### src/rtl/tcc_pkg.sv
package tcc_pkg;

  // ------------------------------------------------------------
  // widths
  // ------------------------------------------------------------
  localparam int CNT_W = 16;
  localparam int BYTE_W = 8;
  localparam int NUM_CH = 2;

  // ------------------------------------------------------------
  // counter values
  // ------------------------------------------------------------
  localparam logic [CNT_W-1:0] CNT_ZERO = 16'h0000;
  localparam logic [CNT_W-1:0] CNT_ONE = 16'h0001;
  localparam logic [CNT_W-1:0] CNT_MAX = 16'hFFFF;
  localparam logic [CNT_W-1:0] RST_VAL = 16'h0000;

  // ------------------------------------------------------------
  // edge select and compare action codes {edgeHi, edgeLo}
  // ------------------------------------------------------------
  localparam logic [1:0] ELS_OFF = 2'h0;
  localparam logic [1:0] OC_TOGGLE = 2'h1;
  localparam logic [1:0] OC_CLEAR = 2'h2;
  localparam logic [1:0] OC_SET = 2'h3;

  // ------------------------------------------------------------
  // channel modes
  // ------------------------------------------------------------
  typedef enum logic [1:0] {MODE_CAPTURE, MODE_COMPARE, MODE_EPWM, MODE_CPWM} tcc_mode_e;

endpackage : tcc_pkg

### src/rtl/tcc_channel.sv
`timescale 1ns/1ps
module tcc_channel (
  // clock and synchronised reset
  input wire logic clk,
  input wire logic rstN,
  // shared counter
  input wire logic [tcc_pkg::CNT_W-1:0] cnt,
  input wire logic reverse,
  input wire logic cpwm,
  input wire logic down,
  // channel configuration
  input wire logic chScWr,
  input wire logic msHi,
  input wire logic msLo,
  input wire logic elsHi,
  input wire logic elsLo,
  input wire logic chIe,
  // byte access
  input wire logic valWrHi,
  input wire logic valWrLo,
  input wire logic [tcc_pkg::BYTE_W-1:0] wrData,
  input wire logic valRdHi,
  input wire logic valRdLo,
  input wire logic flagRd,
  input wire logic flagClr,
  output logic [tcc_pkg::BYTE_W-1:0] rdData,
  // status
  output logic chFlag,
  output logic chIrq,
  // channel pin
  input wire logic pinIn,
  output logic pinOut,
  output logic pinOeB
);

  localparam int W = tcc_pkg::CNT_W;
  localparam int B = tcc_pkg::BYTE_W;

  typedef struct packed {
    logic [W-1:0] val;
    logic [W-1:0] pend;
    logic [W-1:0] snap;
    logic [B-1:0] rd;
    logic gotHi;
    logic gotLo;
    logic held;
    logic wantLo;
    logic flag;
    logic armed;
    logic out;
    logic s1;
    logic s2;
    logic prev;
  } tcc_chan_s;

  tcc_chan_s state_ff;
  tcc_chan_s nxt_state;
  tcc_pkg::tcc_mode_e mode;
  logic hit;
  logic pwmHigh;
  logic [W-1:0] src;

  // ------------------------------------------------------------
  // next state
  // ------------------------------------------------------------
  always_comb
  begin
    nxt_state = state_ff;
    src = state_ff.held ? state_ff.snap : state_ff.val;
    if (cpwm)
      mode = tcc_pkg::MODE_CPWM;
    else if (msHi)
      mode = tcc_pkg::MODE_EPWM;
    else if (msLo)
      mode = tcc_pkg::MODE_COMPARE;
    else
      mode = tcc_pkg::MODE_CAPTURE;
    nxt_state.s1 = pinIn;
    nxt_state.s2 = state_ff.s1;
    nxt_state.prev = state_ff.s2;
    case (mode)
      tcc_pkg::MODE_CAPTURE:
        hit = (elsLo && state_ff.s2 && !state_ff.prev)
          || (elsHi && !state_ff.s2 && state_ff.prev);
      default:
        hit = (cnt == state_ff.val);
    endcase
    // center mode: the down-count match raises the pulse, so width is twice the value
    if (cpwm)
      pwmHigh = ((cnt < state_ff.val) || (down && cnt == state_ff.val))
        && state_ff.val != tcc_pkg::CNT_ZERO && !state_ff.val[W-1];
    else
      pwmHigh = cnt < state_ff.val;
    // byte writes land in the pending buffer
    if (valWrHi)
    begin
      nxt_state.pend[W-1:B] = wrData;
      nxt_state.gotHi = 1'b1;
    end
    if (valWrLo)
    begin
      nxt_state.pend[B-1:0] = wrData;
      nxt_state.gotLo = 1'b1;
    end
    if (nxt_state.gotHi && nxt_state.gotLo && (mode == tcc_pkg::MODE_COMPARE
        || mode == tcc_pkg::MODE_CAPTURE
        || (mode == tcc_pkg::MODE_EPWM && cnt == tcc_pkg::CNT_ZERO)
        || (mode == tcc_pkg::MODE_CPWM && reverse)))
    begin
      nxt_state.val = nxt_state.pend;
      nxt_state.gotHi = 1'b0;
      nxt_state.gotLo = 1'b0;
    end
    // reads: capture mode freezes both bytes until the other one is read
    if (valRdHi || valRdLo)
    begin
      if (mode == tcc_pkg::MODE_CAPTURE)
      begin
        nxt_state.rd = valRdHi ? src[W-1:B] : src[B-1:0];
        if (!state_ff.held)
        begin
          nxt_state.snap = state_ff.val;
          nxt_state.held = 1'b1;
          nxt_state.wantLo = valRdHi;
        end
        else if (valRdHi != state_ff.wantLo)
          nxt_state.held = 1'b0;
      end
      else
        nxt_state.rd = valRdHi ? state_ff.val[W-1:B] : state_ff.val[B-1:0];
    end
    if (chScWr)
    begin
      nxt_state.gotHi = 1'b0;
      nxt_state.gotLo = 1'b0;
      nxt_state.held = 1'b0;
    end
    if (mode == tcc_pkg::MODE_CAPTURE && hit)
      nxt_state.val = cnt;
    case (mode)
      tcc_pkg::MODE_COMPARE:
        if (hit)
        begin
          case ({elsHi, elsLo})
            tcc_pkg::OC_TOGGLE: nxt_state.out = !state_ff.out;
            tcc_pkg::OC_CLEAR: nxt_state.out = 1'b0;
            tcc_pkg::OC_SET: nxt_state.out = 1'b1;
            default: nxt_state.out = state_ff.out;
          endcase
        end
      tcc_pkg::MODE_EPWM, tcc_pkg::MODE_CPWM:
        nxt_state.out = pwmHigh ^ elsLo;
      default:
        nxt_state.out = state_ff.out;
    endcase
    // two-step clear; a new event in between keeps the flag
    if (flagRd && state_ff.flag)
      nxt_state.armed = 1'b1;
    if (flagClr && state_ff.armed)
    begin
      nxt_state.flag = 1'b0;
      nxt_state.armed = 1'b0;
    end
    if (hit)
    begin
      nxt_state.flag = 1'b1;
      nxt_state.armed = 1'b0;
    end
  end

  always_ff @(posedge clk or negedge rstN)
  begin
    if (!rstN)
      state_ff <= '0;
    else
      state_ff <= nxt_state;
  end

  assign rdData = state_ff.rd;
  assign chFlag = state_ff.flag;
  assign chIrq = state_ff.flag && chIe;
  assign pinOut = state_ff.out;
  assign pinOeB = (mode == tcc_pkg::MODE_CAPTURE) || ({elsHi, elsLo} == tcc_pkg::ELS_OFF);
endmodule : tcc_channel

### src/rtl/tcc_timer.sv
`timescale 1ns/1ps
module tcc_timer #(
  parameter int NUM_CH = tcc_pkg::NUM_CH
) (
  // clock and reset
  input wire logic clk,
  input wire logic rst_b,
  // timer control
  input wire logic cpwm,
  input wire logic overflow_interrupt_enable,
  input wire logic tscWr,
  input wire logic cntWr,
  input wire logic modWrHi,
  input wire logic modWrLo,
  input wire logic [tcc_pkg::BYTE_W-1:0] wrData,
  input wire logic ovfRd,
  input wire logic ovfClr,
  // timer status
  output logic [tcc_pkg::CNT_W-1:0] count,
  output logic [tcc_pkg::CNT_W-1:0] modulus,
  output logic countDown,
  output logic overflowFlag,
  output logic ovfIrq,
  // channel configuration
  input wire logic [NUM_CH-1:0] chScWr,
  input wire logic [NUM_CH-1:0] chMsHi,
  input wire logic [NUM_CH-1:0] chMsLo,
  input wire logic [NUM_CH-1:0] chElsHi,
  input wire logic [NUM_CH-1:0] chElsLo,
  input wire logic [NUM_CH-1:0] chIe,
  // channel byte access
  input wire logic [NUM_CH-1:0] chValWrHi,
  input wire logic [NUM_CH-1:0] chValWrLo,
  input wire logic [NUM_CH-1:0] chValRdHi,
  input wire logic [NUM_CH-1:0] chValRdLo,
  input wire logic [NUM_CH-1:0] chFlagRd,
  input wire logic [NUM_CH-1:0] chFlagClr,
  output logic [NUM_CH-1:0][tcc_pkg::BYTE_W-1:0] chRdData,
  // channel status
  output logic [NUM_CH-1:0] chFlag,
  output logic [NUM_CH-1:0] chIrq,
  // channel pins
  input wire logic [NUM_CH-1:0] chPinIn,
  output logic [NUM_CH-1:0] chPinOut,
  output logic [NUM_CH-1:0] chPinOeB
);

  localparam int W = tcc_pkg::CNT_W;
  localparam int B = tcc_pkg::BYTE_W;

  typedef struct packed {
    logic [W-1:0] cnt;
    logic [W-1:0] mod;
    logic [W-1:0] pend;
    logic gotHi;
    logic gotLo;
    logic down;
    logic ovf;
    logic armed;
  } tcc_tmr_s;

  logic [1:0] rstSync_ff;
  logic rstN;
  tcc_tmr_s state_ff;
  tcc_tmr_s nxt_state;
  logic [W-1:0] term;
  logic wrap;
  logic reverse;
  logic ovfEvt;

  // ------------------------------------------------------------
  // reset release
  // ------------------------------------------------------------
  always_ff @(posedge clk or negedge rst_b)
  begin
    if (!rst_b)
      rstSync_ff <= 2'h0;
    else
      rstSync_ff <= {rstSync_ff[0], 1'b1};
  end

  assign rstN = rstSync_ff[1];

  // ------------------------------------------------------------
  // counter, modulus buffer and overflow flag
  // ------------------------------------------------------------
  always_comb
  begin
    nxt_state = state_ff;
    wrap = 1'b0;
    reverse = 1'b0;
    // in up-count mode a zero modulus means the full 16-bit range
    term = (state_ff.mod == tcc_pkg::CNT_ZERO) ? tcc_pkg::CNT_MAX : state_ff.mod;
    if (cpwm)
    begin
      if (!state_ff.down)
      begin
        // a zero modulus reverses at zero and wraps downward: undefined use
        if (state_ff.cnt == state_ff.mod)
        begin
          nxt_state.down = 1'b1;
          nxt_state.cnt = state_ff.cnt - tcc_pkg::CNT_ONE;
          reverse = 1'b1;
        end
        else
          nxt_state.cnt = state_ff.cnt + tcc_pkg::CNT_ONE;
      end
      else if (state_ff.cnt == tcc_pkg::CNT_ZERO)
      begin
        // both ends are full-length counts, so leave zero going up
        nxt_state.down = 1'b0;
        nxt_state.cnt = tcc_pkg::CNT_ONE;
      end
      else
        nxt_state.cnt = state_ff.cnt - tcc_pkg::CNT_ONE;
    end
    else
    begin
      nxt_state.down = 1'b0;
      if (state_ff.cnt == term)
      begin
        nxt_state.cnt = tcc_pkg::CNT_ZERO;
        wrap = 1'b1;
      end
      else
        nxt_state.cnt = state_ff.cnt + tcc_pkg::CNT_ONE;
    end
    if (cntWr)
    begin
      nxt_state.cnt = tcc_pkg::CNT_ZERO;
      nxt_state.down = 1'b0;
    end
    ovfEvt = (wrap || reverse) && !cntWr;

    // modulus bytes: coherent pair, in center mode only at reversal
    if (modWrHi)
    begin
      nxt_state.pend[W-1:B] = wrData;
      nxt_state.gotHi = 1'b1;
    end
    if (modWrLo)
    begin
      nxt_state.pend[B-1:0] = wrData;
      nxt_state.gotLo = 1'b1;
    end
    if (nxt_state.gotHi && nxt_state.gotLo && (!cpwm || reverse))
    begin
      nxt_state.mod = nxt_state.pend;
      nxt_state.gotHi = 1'b0;
      nxt_state.gotLo = 1'b0;
    end
    if (tscWr)
    begin
      nxt_state.gotHi = 1'b0;
      nxt_state.gotLo = 1'b0;
    end

    // read-while-set arms the clear; an event in between wins
    if (ovfRd && state_ff.ovf)
      nxt_state.armed = 1'b1;
    if (ovfClr && state_ff.armed)
    begin
      nxt_state.ovf = 1'b0;
      nxt_state.armed = 1'b0;
    end
    if (ovfEvt)
    begin
      nxt_state.ovf = 1'b1;
      nxt_state.armed = 1'b0;
    end
  end

  always_ff @(posedge clk or negedge rstN)
  begin
    if (!rstN)
    begin
      state_ff <= '0;
      state_ff.cnt <= tcc_pkg::RST_VAL;
      state_ff.mod <= tcc_pkg::RST_VAL;
    end
    else
      state_ff <= nxt_state;
  end

  assign count = state_ff.cnt;
  assign modulus = state_ff.mod;
  assign countDown = state_ff.down;
  assign overflowFlag = state_ff.ovf;
  // level request: stays up for as long as flag and enable are both set
  assign ovfIrq = state_ff.ovf && overflow_interrupt_enable;

  // ------------------------------------------------------------
  // channels
  // ------------------------------------------------------------
  for (genvar i = 0; i < NUM_CH; i++)
  begin : g_ch
    tcc_channel u_ch (
      .clk(clk),
      .rstN(rstN),
      .cnt(state_ff.cnt),
      .reverse(reverse),
      .cpwm(cpwm),
      .down(state_ff.down),
      .chScWr(chScWr[i]),
      .msHi(chMsHi[i]),
      .msLo(chMsLo[i]),
      .elsHi(chElsHi[i]),
      .elsLo(chElsLo[i]),
      .chIe(chIe[i]),
      .valWrHi(chValWrHi[i]),
      .valWrLo(chValWrLo[i]),
      .wrData(wrData),
      .valRdHi(chValRdHi[i]),
      .valRdLo(chValRdLo[i]),
      .flagRd(chFlagRd[i]),
      .flagClr(chFlagClr[i]),
      .rdData(chRdData[i]),
      .chFlag(chFlag[i]),
      .chIrq(chIrq[i]),
      .pinIn(chPinIn[i]),
      .pinOut(chPinOut[i]),
      .pinOeB(chPinOeB[i])
    );
  end
endmodule : tcc_timer

### config.mk
export PLATFORM = sky130hd
export DESIGN_NAME = tcc_timer
export DESIGN_NICKNAME = d
export VERILOG_FILES = /design/src/rtl/tcc_pkg.sv /design/src/rtl/tcc_channel.sv /design/src/rtl/tcc_timer.sv
export SDC_FILE = /design/constraint.sdc
export NUM_CORES = 1
export LEC_CHECK = 0
export ABC_AREA = 1
export ABC_CLOCK_PERIOD_IN_PS = 7900
export CAP_MARGIN = 20
export CORE_MARGIN = 5
export CORE_UTILIZATION = 40
export CTS_CLUSTER_SIZE = 24
export DETAILED_ROUTE_END_ITERATION = 7
export DONT_BUFFER_PORTS = 1
export HOLD_SLACK_MARGIN = 0.1
export SLEW_MARGIN = 40
export SYNTH_ARGS = -nofsm -noshare
export SYNTH_HDL_FRONTEND = slang
export SYNTH_SLANG_ARGS = --single-unit
### constraint.sdc
create_clock -name clk -period 7.9 [get_ports clk]
set_input_delay 1.185 -clock clk [delete_from_list [all_inputs] [get_ports clk]]
set_output_delay 1.185 -clock clk [all_outputs]
set_load 0.02 [all_outputs]
==> impl_metrics.json, run 1 <==
{
  "port_buffers": 0,
  "initial_utilization": 0.402,
  "r2r-end": "count[10]$_DFF_PN0_",
  "worst_slew_margin_rel": 0.418,
  "layout_commonest_cell": "nand2_1",
  "place.gp.congestion": 0.952,
  "cts_resized": 0,
  "worstSkewPairLatency_ns": 0.45,
  "initialDrtViolationCount": 900,
  "die_x_um": 177,
  "syn_avg_cell_area_um2": 7.37,
  "drive_gt1_frac": 0.0662,
  "synth_nets": 1589,
  "core_um2": 27600,
  "synth_area_leaders": "dfrtp_1, nand2_1, o21ai_0, ha_1, inv_1",
  "grt_remaining_overflow": 0,
  "p_leak_uw": 0.00585,
  "area.growth.synth_to_final_pct": 4.37,
  "firstDrtPassIters": 8,
  "crit_arrival_ns": 2.23,
  "post_cts_buffers": 0,
  "worstPathRequired_ns": 6.71,
  "ioPinCount": 103,
  "synth-adder-area-share": 0.0428,
  "synth_compound_area_frac": 0.114,
  "synth_xor_area_frac": 0.0150,
  "r2r_start": "count[0]$_DFF_PN0_",
  "maxSlewViolCount": 0,
  "die-area_um2": 31200,
  "via_count": 9517,
  "rsz0062_at_grt": "no",
  "fin_crit_sh": 0.433,
  "cellPowerDensity_nw_per_um2": 237,
  "synthCells": 1507,
  "cts.clk_slew.worst_paths_ns": 0.08,
  "wirelength_mm": 33.7,
  "fin_nets": 1505,
  "ys_seq_area_frac": 0.421,
  "cts_max_level": 4,
  "yosys.area_share.simple": 0.281,
  "ys_types": 38,
  "fin_crit_ns": 3.42,
  "async_reset_ff_frac": 1.00,
  "hold_path_class": "flop to asynchronous set/reset pin",
  "drc": 0,
  "tns_ns": 0,
  "reg2reg_depth": 15,
  "cts_root_buf": "clkbuf_16",
  "fp.dieH_um": 177,
  "row_count": 61,
  "grt_antenna_before_repair": 0,
  "finalHoldViolations": 0,
  "clock-sinks": 187,
  "fillers": 2904,
  "ys.warnings.count": 0,
  "n_antenna_cell": 0,
  "routedWlPerCell_um": 18.6,
  "grt_start_max_net_pins": 70,
  "startpoint_type": "input pin",
  "timing.critical_path.to": "chPinOeB[1]",
  "synth_mux_area_frac": 0.0162,
  "track_usage": 0.219,
  "ir_drop_mv": 0.149,
  "synth_top_area_frac": 0.421,
  "crit_start": "cpwm",
  "vias_per_cell": 5.25,
  "crit_fanout": 12,
  "outcome": "finished, final reports clean",
  "synth_area_um2": 11100,
  "worst_slew_pin_slew_ns": 0.872,
  "synth_top_family_by_area": "simple AND/OR/NAND/NOR gates",
  "crit_type": "input pin to output pin",
  "ys.flop_type": "dfrtp_1",
  "postCtsHoldBufs": 0,
  "synth-edff-count": 0,
  "clock_skew_ns": 0.0173,
  "grt_pass1_wl_mm": 53.1,
  "fmax_mhz": 292,
  "ys_ff_latch": 187,
  "cts_tree": "built",
  "detailed_place_hpwl_mm": 24.4,
  "yosysTopAreaCell": "dfrtp_1",
  "cap_violations": 0,
  "final_cell_mix": "nand2_1, dfrtp_1, o21ai_0, inv_1, nor2_1",
  "ant_nets": 0,
  "clockBufferDepth": 2,
  "reg2reg_slack_ns": 4.69,
  "setup_violations": 0,
  "grt_pass1_vias": 9136,
  "cts_buffers": 17,
  "power.total_uw": 2750,
  "critPathCaptureType": "output pin"
}
per-stage QoR:
stage / util / hold WS, ns / instances / area [um2] / setup WS, ns
floorplan: - / 0.331 / 1507 / 11100 / 2.30
CTS: 0.419 / 0.357 / 1813 / 11600 / 4.45
detailed placement: 0.397 / 0.340 / 1781 / 11000 / 4.42
global placement: 0.396 / 0.338 / 1779 / 10900 / 4.42
global route: 0.420 / 0.217 / 1814 / 11600 / 4.30
finish: 0.420 / 0.195 / 1814 / 11600 / 4.48
worst max-delay path: stages:
cell,delay [ns]
nor2_1,0.15
inv_1,0.07
nor2_1,0.53
or2_2,0.30
worst min-delay path by stage:
stage,end,cells past startpoint,from
final,g_ch[0].u_ch.state_ff[51]$_DFFE_PN0P_,0,rstSync_ff[1]$_DFF_PN0_
after global routing,g_ch[0].u_ch.state_ff[51]$_DFFE_PN0P_,0,rstSync_ff[1]$_DFF_PN0_
after CTS,g_ch[0].u_ch.nxt_state[0]$_DFF_PN0_,0,g_ch[0].u_ch.nxt_state[1]$_DFF_PN0_
after detailed placement,g_ch[0].u_ch.nxt_state[0]$_DFF_PN0_,0,g_ch[0].u_ch.nxt_state[1]$_DFF_PN0_
after global placement,rstSync_ff[1]$_DFF_PN0_,0,rstSync_ff[0]$_DFF_PN0_
after floorplan,g_ch[0].u_ch.nxt_state[0]$_DFF_PN0_,0,g_ch[0].u_ch.nxt_state[1]$_DFF_PN0_
flip-flops by register name, indices dropped and copies added, names as in the netlist:
register and flops:
g_ch.u_ch.pinOut 2, g_ch.u_ch.chFlag 2, state_ff 19, g_ch.u_ch.nxt_state 4
count 16, modulus 16, rstSync_ff 2, countDown 1
g_ch.u_ch.state_ff 108, g_ch.u_ch.rdData 16, overflowFlag 1
cell type report:
class	instances	area, um2	area share
multi-input cells	1068	5210	0.450
repair buffers	11	110	0.00950
well taps	378	473	0.0408
inverters	138	518	0.0447
flip-flops and latches	187	4690	0.404
clock inverters	15	170	0.0147
clock buffers	17	425	0.0367
cell families (layout without fill, tap and decap cells):
family                     after synthesis  in the layout
other                                    1              1
xor gates and xnor gates                19             19
DFF                                    187            187
AOI/OAI and AO/OA                      242            242
buffers and inverters                  252            181
and+or+nand+nor                        752            752
adders and majority gates               38             38
muxes                                   16             16
cell usage after synthesis (all sizes together) (2+ instances only):
| library cell | n |
|---|---|
| a21oi | 70 |
| nand3 | 86 |
| nor3 | 10 |
| clkbuf | 34 |
| clkinv | 5 |
| buf | 80 |
| a21o | 2 |
| nand2 | 529 |
| nand4 | 13 |
| xor2 | 16 |
| mux2 | 16 |
| or2 | 6 |
| xnor2 | 3 |
| o211ai | 8 |
| ha | 38 |
| o21ai | 151 |
| a22oi | 2 |
| dfrtp | 187 |
| nand3b | 10 |
| o21bai | 8 |
| nor3b | 2 |
| nor2 | 94 |
| inv | 133 |
report_power, final:
part | leakage (uW) | internal, uW | switching [uW]
Clock | 0.000293 | 429 | 452
Combinational | 0.00321 | 192 | 371
Sequential | 0.00235 | 1120 | 185
Total | 0.00585 | 1740 | 1010
layer usage:
layer	wire (um)	global-route usage
met1	15200	0.313
met2	14700	0.327
met3	3110	0.0613
met4	746	0.0616
met5	0	0
Note: power is estimated with default switching activity, not from simulation.
==> inputs of run 2 (changes only) <==
--- a/config.mk
+++ b/config.mk
@@ -6,7 +6,7 @@
 export NUM_CORES = 1
 export LEC_CHECK = 0
 export ABC_AREA = 1
-export ABC_CLOCK_PERIOD_IN_PS = 7900
+export ABC_CLOCK_PERIOD_IN_PS = 3350
 export CAP_MARGIN = 20
 export CORE_MARGIN = 5
 export CORE_UTILIZATION = 40
==> constraint.sdc (replaced) <==
create_clock -name clk -period 3.35 [get_ports clk]
set_input_delay 0.5025 -clock clk [delete_from_list [all_inputs] [get_ports clk]]
set_output_delay 0.5025 -clock clk [all_outputs]
set_load 0.02 [all_outputs]
==> run 2 against run 1 <==
- sequential share of layout area is 0.58 points lower
- die area stayed put
- global-route usage is 0.73 points higher
- critical path depth is 11 higher
- setup slack worse by 4.0 ns
- non-clock buffer count is 24 higher
- via count is 1.2% higher
- combinational power is 140% higher
- hold slack worse by 0.075 ns
- count of clock-buffer cells in the layout is 1 higher
- clock power is 120% higher
- critical endpoint is now count[10]$_DFF_PN0_
- largest cell class unchanged
- highest routed layer is now met5
==> impl_metrics.json, run 2 (synthesized netlist as in run 1, its figures left out) <==
{
  "outcome": "finished, final reports clean",
  "timing.critical_path.mode_cell": "nand2_1",
  "n_antenna_cell": 0,
  "startpoint_type": "flop",
  "critPathBufInv": 4,
  "clockBufferDepth": 2,
  "cts_buffers": 17,
  "crit_path_cell_trace": "inv_1 > ha_1 > inv_1 > nor2_2 > nand3_1 > inv_2 > nand2_1 > nor2_1 > nand2_1 > o21ai_0 > inv_1 > nand2_1 > nor2_1 > o21ai_0 > nand2_1",
  "drive_gt1_frac": 0.0740,
  "drc": 0,
  "fin_nets": 1529,
  "placed_area_um2": 11100,
  "layout_commonest_cell": "nand2_1",
  "top_regs": "g_ch.u_ch.state_ff x108, state_ff x19",
  "clock_skew_ns": 0.0213,
  "design_area_um2": 11800,
  "cts.clk_slew.worst_paths_ns": 0.07,
  "r2r_start": "count[0]$_DFF_PN0_",
  "detailed_place_hpwl_mm": 25.5,
  "grt_remaining_overflow": 0,
  "fp.dieH_um": 177,
  "ant_nets": 0,
  "fin_crit_ns": 2.89,
  "finalHoldViolations": 0,
  "maxSlewViolCount": 0,
  "critical-path-top-delay-family": "simple AND/OR/NAND/NOR gates",
  "fillers": 2902,
  "worstHoldStart": "cntWr",
  "ioPinCount": 103,
  "die_x_um": 177,
  "reg2reg_depth": 15,
  "largest_register_ffs": 108,
  "area.growth.synth_to_final_pct": 5.90,
  "worstPathRequired_ns": 3.68,
  "grt_pass1_wl_mm": 54.3,
  "firstDrtPassIters": 7,
  "worst_slew_pin_slew_ns": 0.728,
  "grt_pass1_vias": 9176,
  "cpPeakStageDelay_ns": 0.43,
  "core_um2": 27600,
  "cp_slowest_cell": "inv_1",
  "cap_violations": 0,
  "grt_start_max_net_pins": 74,
  "rsz0062_at_grt": "no",
  "vias_per_cell": 5.24,
  "whs_path_depth": 1,
  "cts_root_buf": "clkbuf_16",
  "crit_fanout": 11,
  "via_count": 9634,
  "track_usage": 0.226,
  "initial_utilization": 0.402,
  "post_cts_buffers": 0,
  "tns_ns": 0,
  "worst_slew_margin_rel": 0.515,
  "crit_type": "flop to flop",
  "seqCellArea_um2": 4690,
  "critPathCaptureType": "flop",
  "reg2reg_slack_ns": 0.46,
  "p_leak_uw": 0.00594,
  "fmax_mhz": 347,
  "cellPowerDensity_nw_per_um2": 545,
  "place.gp.congestion": 0.960,
  "top_register": "g_ch.u_ch.state_ff",
  "cts_max_level": 4,
  "multi_input_area_um2": 5210,
  "power.total_uw": 6410,
  "cts_tree": "built",
  "crit_arrival_ns": 3.22,
  "clock-sinks": 187,
  "fin_crit_sh": 0.861,
  "row_count": 61,
  "r2r-end": "count[10]$_DFF_PN0_",
  "dp_slack_ns": 0.598,
  "die-area_um2": 31200,
  "grt_antenna_before_repair": 2,
  "hold-path-endpoint": "count[15]$_DFF_PN0_",
  "port_buffers": 0,
  "setup_violations": 0,
  "ir_drop_mv": 0.416,
  "routedWlPerCell_um": 19.0,
  "worst_slack_ns": 0.465,
  "worstSkewPairLatency_ns": 0.45,
  "final_core_util": 0.426,
  "hold_path_class": "input pin to flop",
  "final_cell_mix": "nand2_1, dfrtp_1, o21ai_0, inv_1, nor2_1",
  "initialDrtViolationCount": 1007,
  "wirelength_mm": 34.9
}
run 2: cell type report:
class	instances	area share
clock buffers	18	0.0365
multi-input cells	1068	0.443
flip-flops and latches	187	0.398
clock inverters	14	0.0114
inverters	138	0.0440
repair buffers	35	0.0266
well taps	378	0.0402
run 2: layer usage:
layer | track usage | vias to the layer above | wire length (um)
li1 | - | 4657 | -
met1 | 0.323 | 4585 | 16300
met2 | 0.338 | 332 | 15000
met3 | 0.0530 | 56 | 2530
met4 | 0.0793 | 4 | 1000
met5 | 0 | - | 22
run 2: worst max-delay path by stage:
stage                                       start                   to  slack (ns)  cells past startpoint
final                          count[0]$_DFF_PN0_  count[10]$_DFF_PN0_        0.46                     15
after global routing           count[0]$_DFF_PN0_  count[10]$_DFF_PN0_        0.17                     15
after CTS                      count[0]$_DFF_PN0_  count[10]$_DFF_PN0_        0.54                     15
after detailed placement       count[0]$_DFF_PN0_  count[10]$_DFF_PN0_        0.60                     15
after global placement         count[0]$_DFF_PN0_  count[10]$_DFF_PN0_        0.55                     15
after floorplan           rstSync_ff[1]$_DFF_PN0_  countDown$_DFF_PN0_        0.26                      0
run 2: what timing repair did:
item / 4_1_cts / 5_1_grt
resized for setup: 0 / 0
hold buffers: 7 / 3
hold endpoints to repair: 9 / 2
setup endpoints to repair: 0 / 0
run 2: power breakdown:
part / total, uW / switching [uW] / internal, uW / leakage, uW
Clock: 1980 / 999 / 982 / 0.000266
Combinational: 1360 / 896 / 463 / 0.00333
Sequential: 3070 / 430 / 2640 / 0.00235
run 2: through the flow:
stage               cells  hold WS, ns
finish               1838        0.120
global route         1838        0.105
CTS                  1835        0.104
detailed placement   1796        0.207
global placement     1796        0.207
floorplan            1507        0.207
==> inputs of run 3 (changes only) <==
--- a/config.mk
+++ b/config.mk
@@ -8,7 +8,7 @@
 export ABC_AREA = 1
 export ABC_CLOCK_PERIOD_IN_PS = 3350
 export CAP_MARGIN = 20
-export CORE_MARGIN = 5
+export CORE_MARGIN = 2
 export CORE_UTILIZATION = 40
 export CTS_CLUSTER_SIZE = 24
 export DETAILED_ROUTE_END_ITERATION = 7
@@ -17,4 +17,5 @@
 export SLEW_MARGIN = 40
 export SYNTH_ARGS = -nofsm -noshare
 export SYNTH_HDL_FRONTEND = slang
+export SYNTH_HIERARCHICAL = 1
 export SYNTH_SLANG_ARGS = --single-unit
==> run 3 against run 2 <==
- synthesized area is 2.7% higher
- flip-flop and latch count is the same
- synthesized cell count shrank 1.3%
- largest cell class unchanged
- utilization up 0.54 points
- critical path type unchanged
- sequential power rose by 2%
- final area is 2.4% higher
- clock power increased by 9%
- wire length down 4.0%
- sequential share of layout area decreased by 0.93 points
==> impl_metrics.json, run 3 <==
{
  "design_area_um2": 12000,
  "fp.dieH_um": 173,
  "clockBufferDepth": 2,
  "crit_path_cell_trace": "inv_1 > nand2_1 > nand2_1 > nor2_1 > nand2_1 > nor2_2 > nand3_2 > nor2_1 > a21oi_1 > o31ai_2 > nand2_2 > nand2_4 > nand2_1 > nand2_1",
  "wirelength_mm": 33.5,
  "critPathCaptureType": "flop",
  "outcome": "finished, final reports clean",
  "top_register": "g_ch.u_ch/state_ff",
  "fmax_mhz": 368,
  "placed_area_um2": 11400,
  "crit_arrival_ns": 3.09,
  "fillers": 2902,
  "cts_tree": "built",
  "grt_remaining_overflow": 0,
  "final_core_util": 0.431,
  "n_antenna_cell": 0,
  "yosysMostFrequentCell": "nand2_1",
  "ioPinCount": 103,
  "vias_per_cell": 5.24,
  "clock-sinks": 187,
  "core_um2": 27900,
  "worst_slew_margin_rel": 0.580,
  "track_usage": 0.227,
  "cap_violations": 0,
  "cts.clk_slew.worst_paths_ns": 0.08,
  "ir_drop_mv": 0.255,
  "grt_util_met2": 0.357,
  "worstPathRequired_ns": 3.73,
  "finalHoldViolations": 0,
  "fin_nets": 1513,
  "ys_ff_latch": 187,
  "routedWlPerCell_um": 18.4,
  "p_leak_uw": 0.00609,
  "crit_fanout": 18,
  "async_reset_ff_frac": 1.00,
  "cts_max_level": 4,
  "port_buffers": 0,
  "cts_root_buf": "clkbuf_16",
  "initial_utilization": 0.409,
  "fin_crit_ns": 2.71,
  "largest_register_ffs": 108,
  "ys.flop_type": "dfrtp_1",
  "area.growth.synth_to_final_pct": 5.52,
  "synth_area_um2": 11400,
  "top_regs": "g_ch.u_ch/state_ff x108, state_ff x19",
  "cts_resized": 0,
  "dp_slack_ns": 0.740,
  "ys_types": 48,
  "grt_util_met3": 0.0550,
  "critPathBufInv": 1,
  "startpoint_type": "flop",
  "cp_slowest_cell": "dfrtp_1",
  "synth_nets": 1568,
  "hold_path_class": "input pin to flop",
  "ys.warnings.count": 6,
  "die_x_um": 173,
  "clock_skew_ns": 0.0168,
  "synth-edff-count": 0,
  "timing.critical_path.mode_cell": "nand2_1",
  "grt_antenna_before_repair": 0,
  "worst_slew_pin_slew_ns": 0.631,
  "worstSkewPairLatency_ns": 0.45,
  "worst_slack_ns": 0.635,
  "grt_start_max_net_pins": 79,
  "place.gp.congestion": 0.957,
  "cpPeakStageDelay_ns": 0.57,
  "yosysTopAreaCell": "dfrtp_1",
  "tns_ns": 0,
  "layout_commonest_cell": "nand2_1",
  "synth_top_area_frac": 0.410,
  "cts_buffers": 17,
  "row_count": 61,
  "crit_type": "flop to flop",
  "die-area_um2": 29900,
  "initialDrtViolationCount": 1015,
  "met1_usage": 0.310,
  "synth_area_leaders": "dfrtp_1, nand2_1, inv_1, ha_1, nand3_1",
  "drive_gt1_frac": 0.106,
  "synthCells": 1487,
  "grt_pass1_wl_mm": 53.6,
  "setup_violations": 0,
  "critical-path-top-delay-family": "simple AND/OR/NAND/NOR gates",
  "grt-busiest-layer": "met2",
  "maxSlewViolCount": 0,
  "detailed_place_hpwl_mm": 23.9,
  "syn_avg_cell_area_um2": 7.68,
  "fin_crit_sh": 0.810,
  "yosys-top-cells-count": "nand2_1, dfrtp_1, inv_1",
  "cellPowerDensity_nw_per_um2": 557,
  "firstDrtPassIters": 5,
  "via_count": 9560,
  "ys_seq_area_frac": 0.410,
  "drc": 0,
  "grt_pass1_vias": 9423,
  "rsz0062_at_grt": "no",
  "ant_nets": 0,
  "final_cell_mix": "nand2_1, dfrtp_1, inv_1, nor2_1, nand3_1"
}
## run 3: cell type report
| type | instances | area (um2) | area share |
|---|---|---|---|
| multi-input cells | 1043 | 5440 | 0.451 |
| flip-flops and latches | 187 | 4690 | 0.389 |
| inverters | 153 | 579 | 0.0481 |
| well taps | 378 | 473 | 0.0393 |
| clock buffers | 17 | 425 | 0.0353 |
| repair buffers | 30 | 253 | 0.0210 |
| clock inverters | 15 | 191 | 0.0159 |
## run 3: path summary, 6_finish.rpt
| path | slack [ns] | endpoint | from | depth (start not counted) |
|---|---|---|---|---|
| min in group asynchronous | 0.28 | rstSync_ff[1]$_DFF_PN0_ | rst_b | 1 |
| worst max register to register | 0.64 | g_ch[0].u_ch/state_ff[60]$_DFFE_PN0P_ | modulus[13]$_DFFE_PN0P_ | 14 |
| worst min-delay path | 0.11 | count[6]$_DFF_PN0_ | cntWr | 1 |
| worst min register to register | 0.32 | state_ff[3]$_DFF_PN0_ | rstSync_ff[1]$_DFF_PN0_ | 0 |
| max in group asynchronous | 2.12 | g_ch[1].u_ch/state_ff[7]$_DFFE_PN0P_ | rstSync_ff[1]$_DFF_PN0_ | 1 |
| worst max-delay path | 0.64 | g_ch[0].u_ch/state_ff[60]$_DFFE_PN0P_ | modulus[13]$_DFFE_PN0P_ | 14 |
## run 3: power by group
part	switching (uW)	internal, uW	leakage [uW]
logic	906	516	0.00348
registers	455	2680	0.00231
clock network	1060	1090	0.000299
## run 3: cell families (layout without fill, tap and decap cells)
| group | count (synthesis) | count (layout) | synth area share |
|---|---|---|---|
| and+or+nand+nor | 727 | 727 | 0.272 |
| buffers and inverters | 257 | 215 | 0.114 |
| AOI/OAI and AO/OA | 216 | 216 | 0.103 |
| DFF | 187 | 187 | 0.410 |
| muxes | 43 | 43 | 0.0457 |
| adders and majority gates | 37 | 37 | 0.0406 |
| xor gates and xnor gates | 19 | 19 | 0.0146 |
| other | 1 | 1 | 0.000329 |
## run 3: repair_timing
action | CTS | global route
buffers inserted | 0 | 0
hold buffers | 5 | 1
endpoints found under the hold margin | 6 | 1
## run 3: metrics by stage
stage | total power, uW | hold slack (ns) | std cells
final | 6710 | 0.115 | 1823
after global routing | 7130 | 0.102 | 1823
after CTS | 6760 | 0.101 | 1822
after detailed placement | 4580 | 0.207 | 1785
after global placement | 4550 | 0.207 | 1785
after floorplan | 4320 | 0.207 | 1487
## run 3: per-layer routing
layer / wire length (um) / part of all wire
met1: 15200 / 0.45
met2: 15100 / 0.45
met3: 2420 / 0.072
met4: 807 / 0.024
met5: 0 / 0
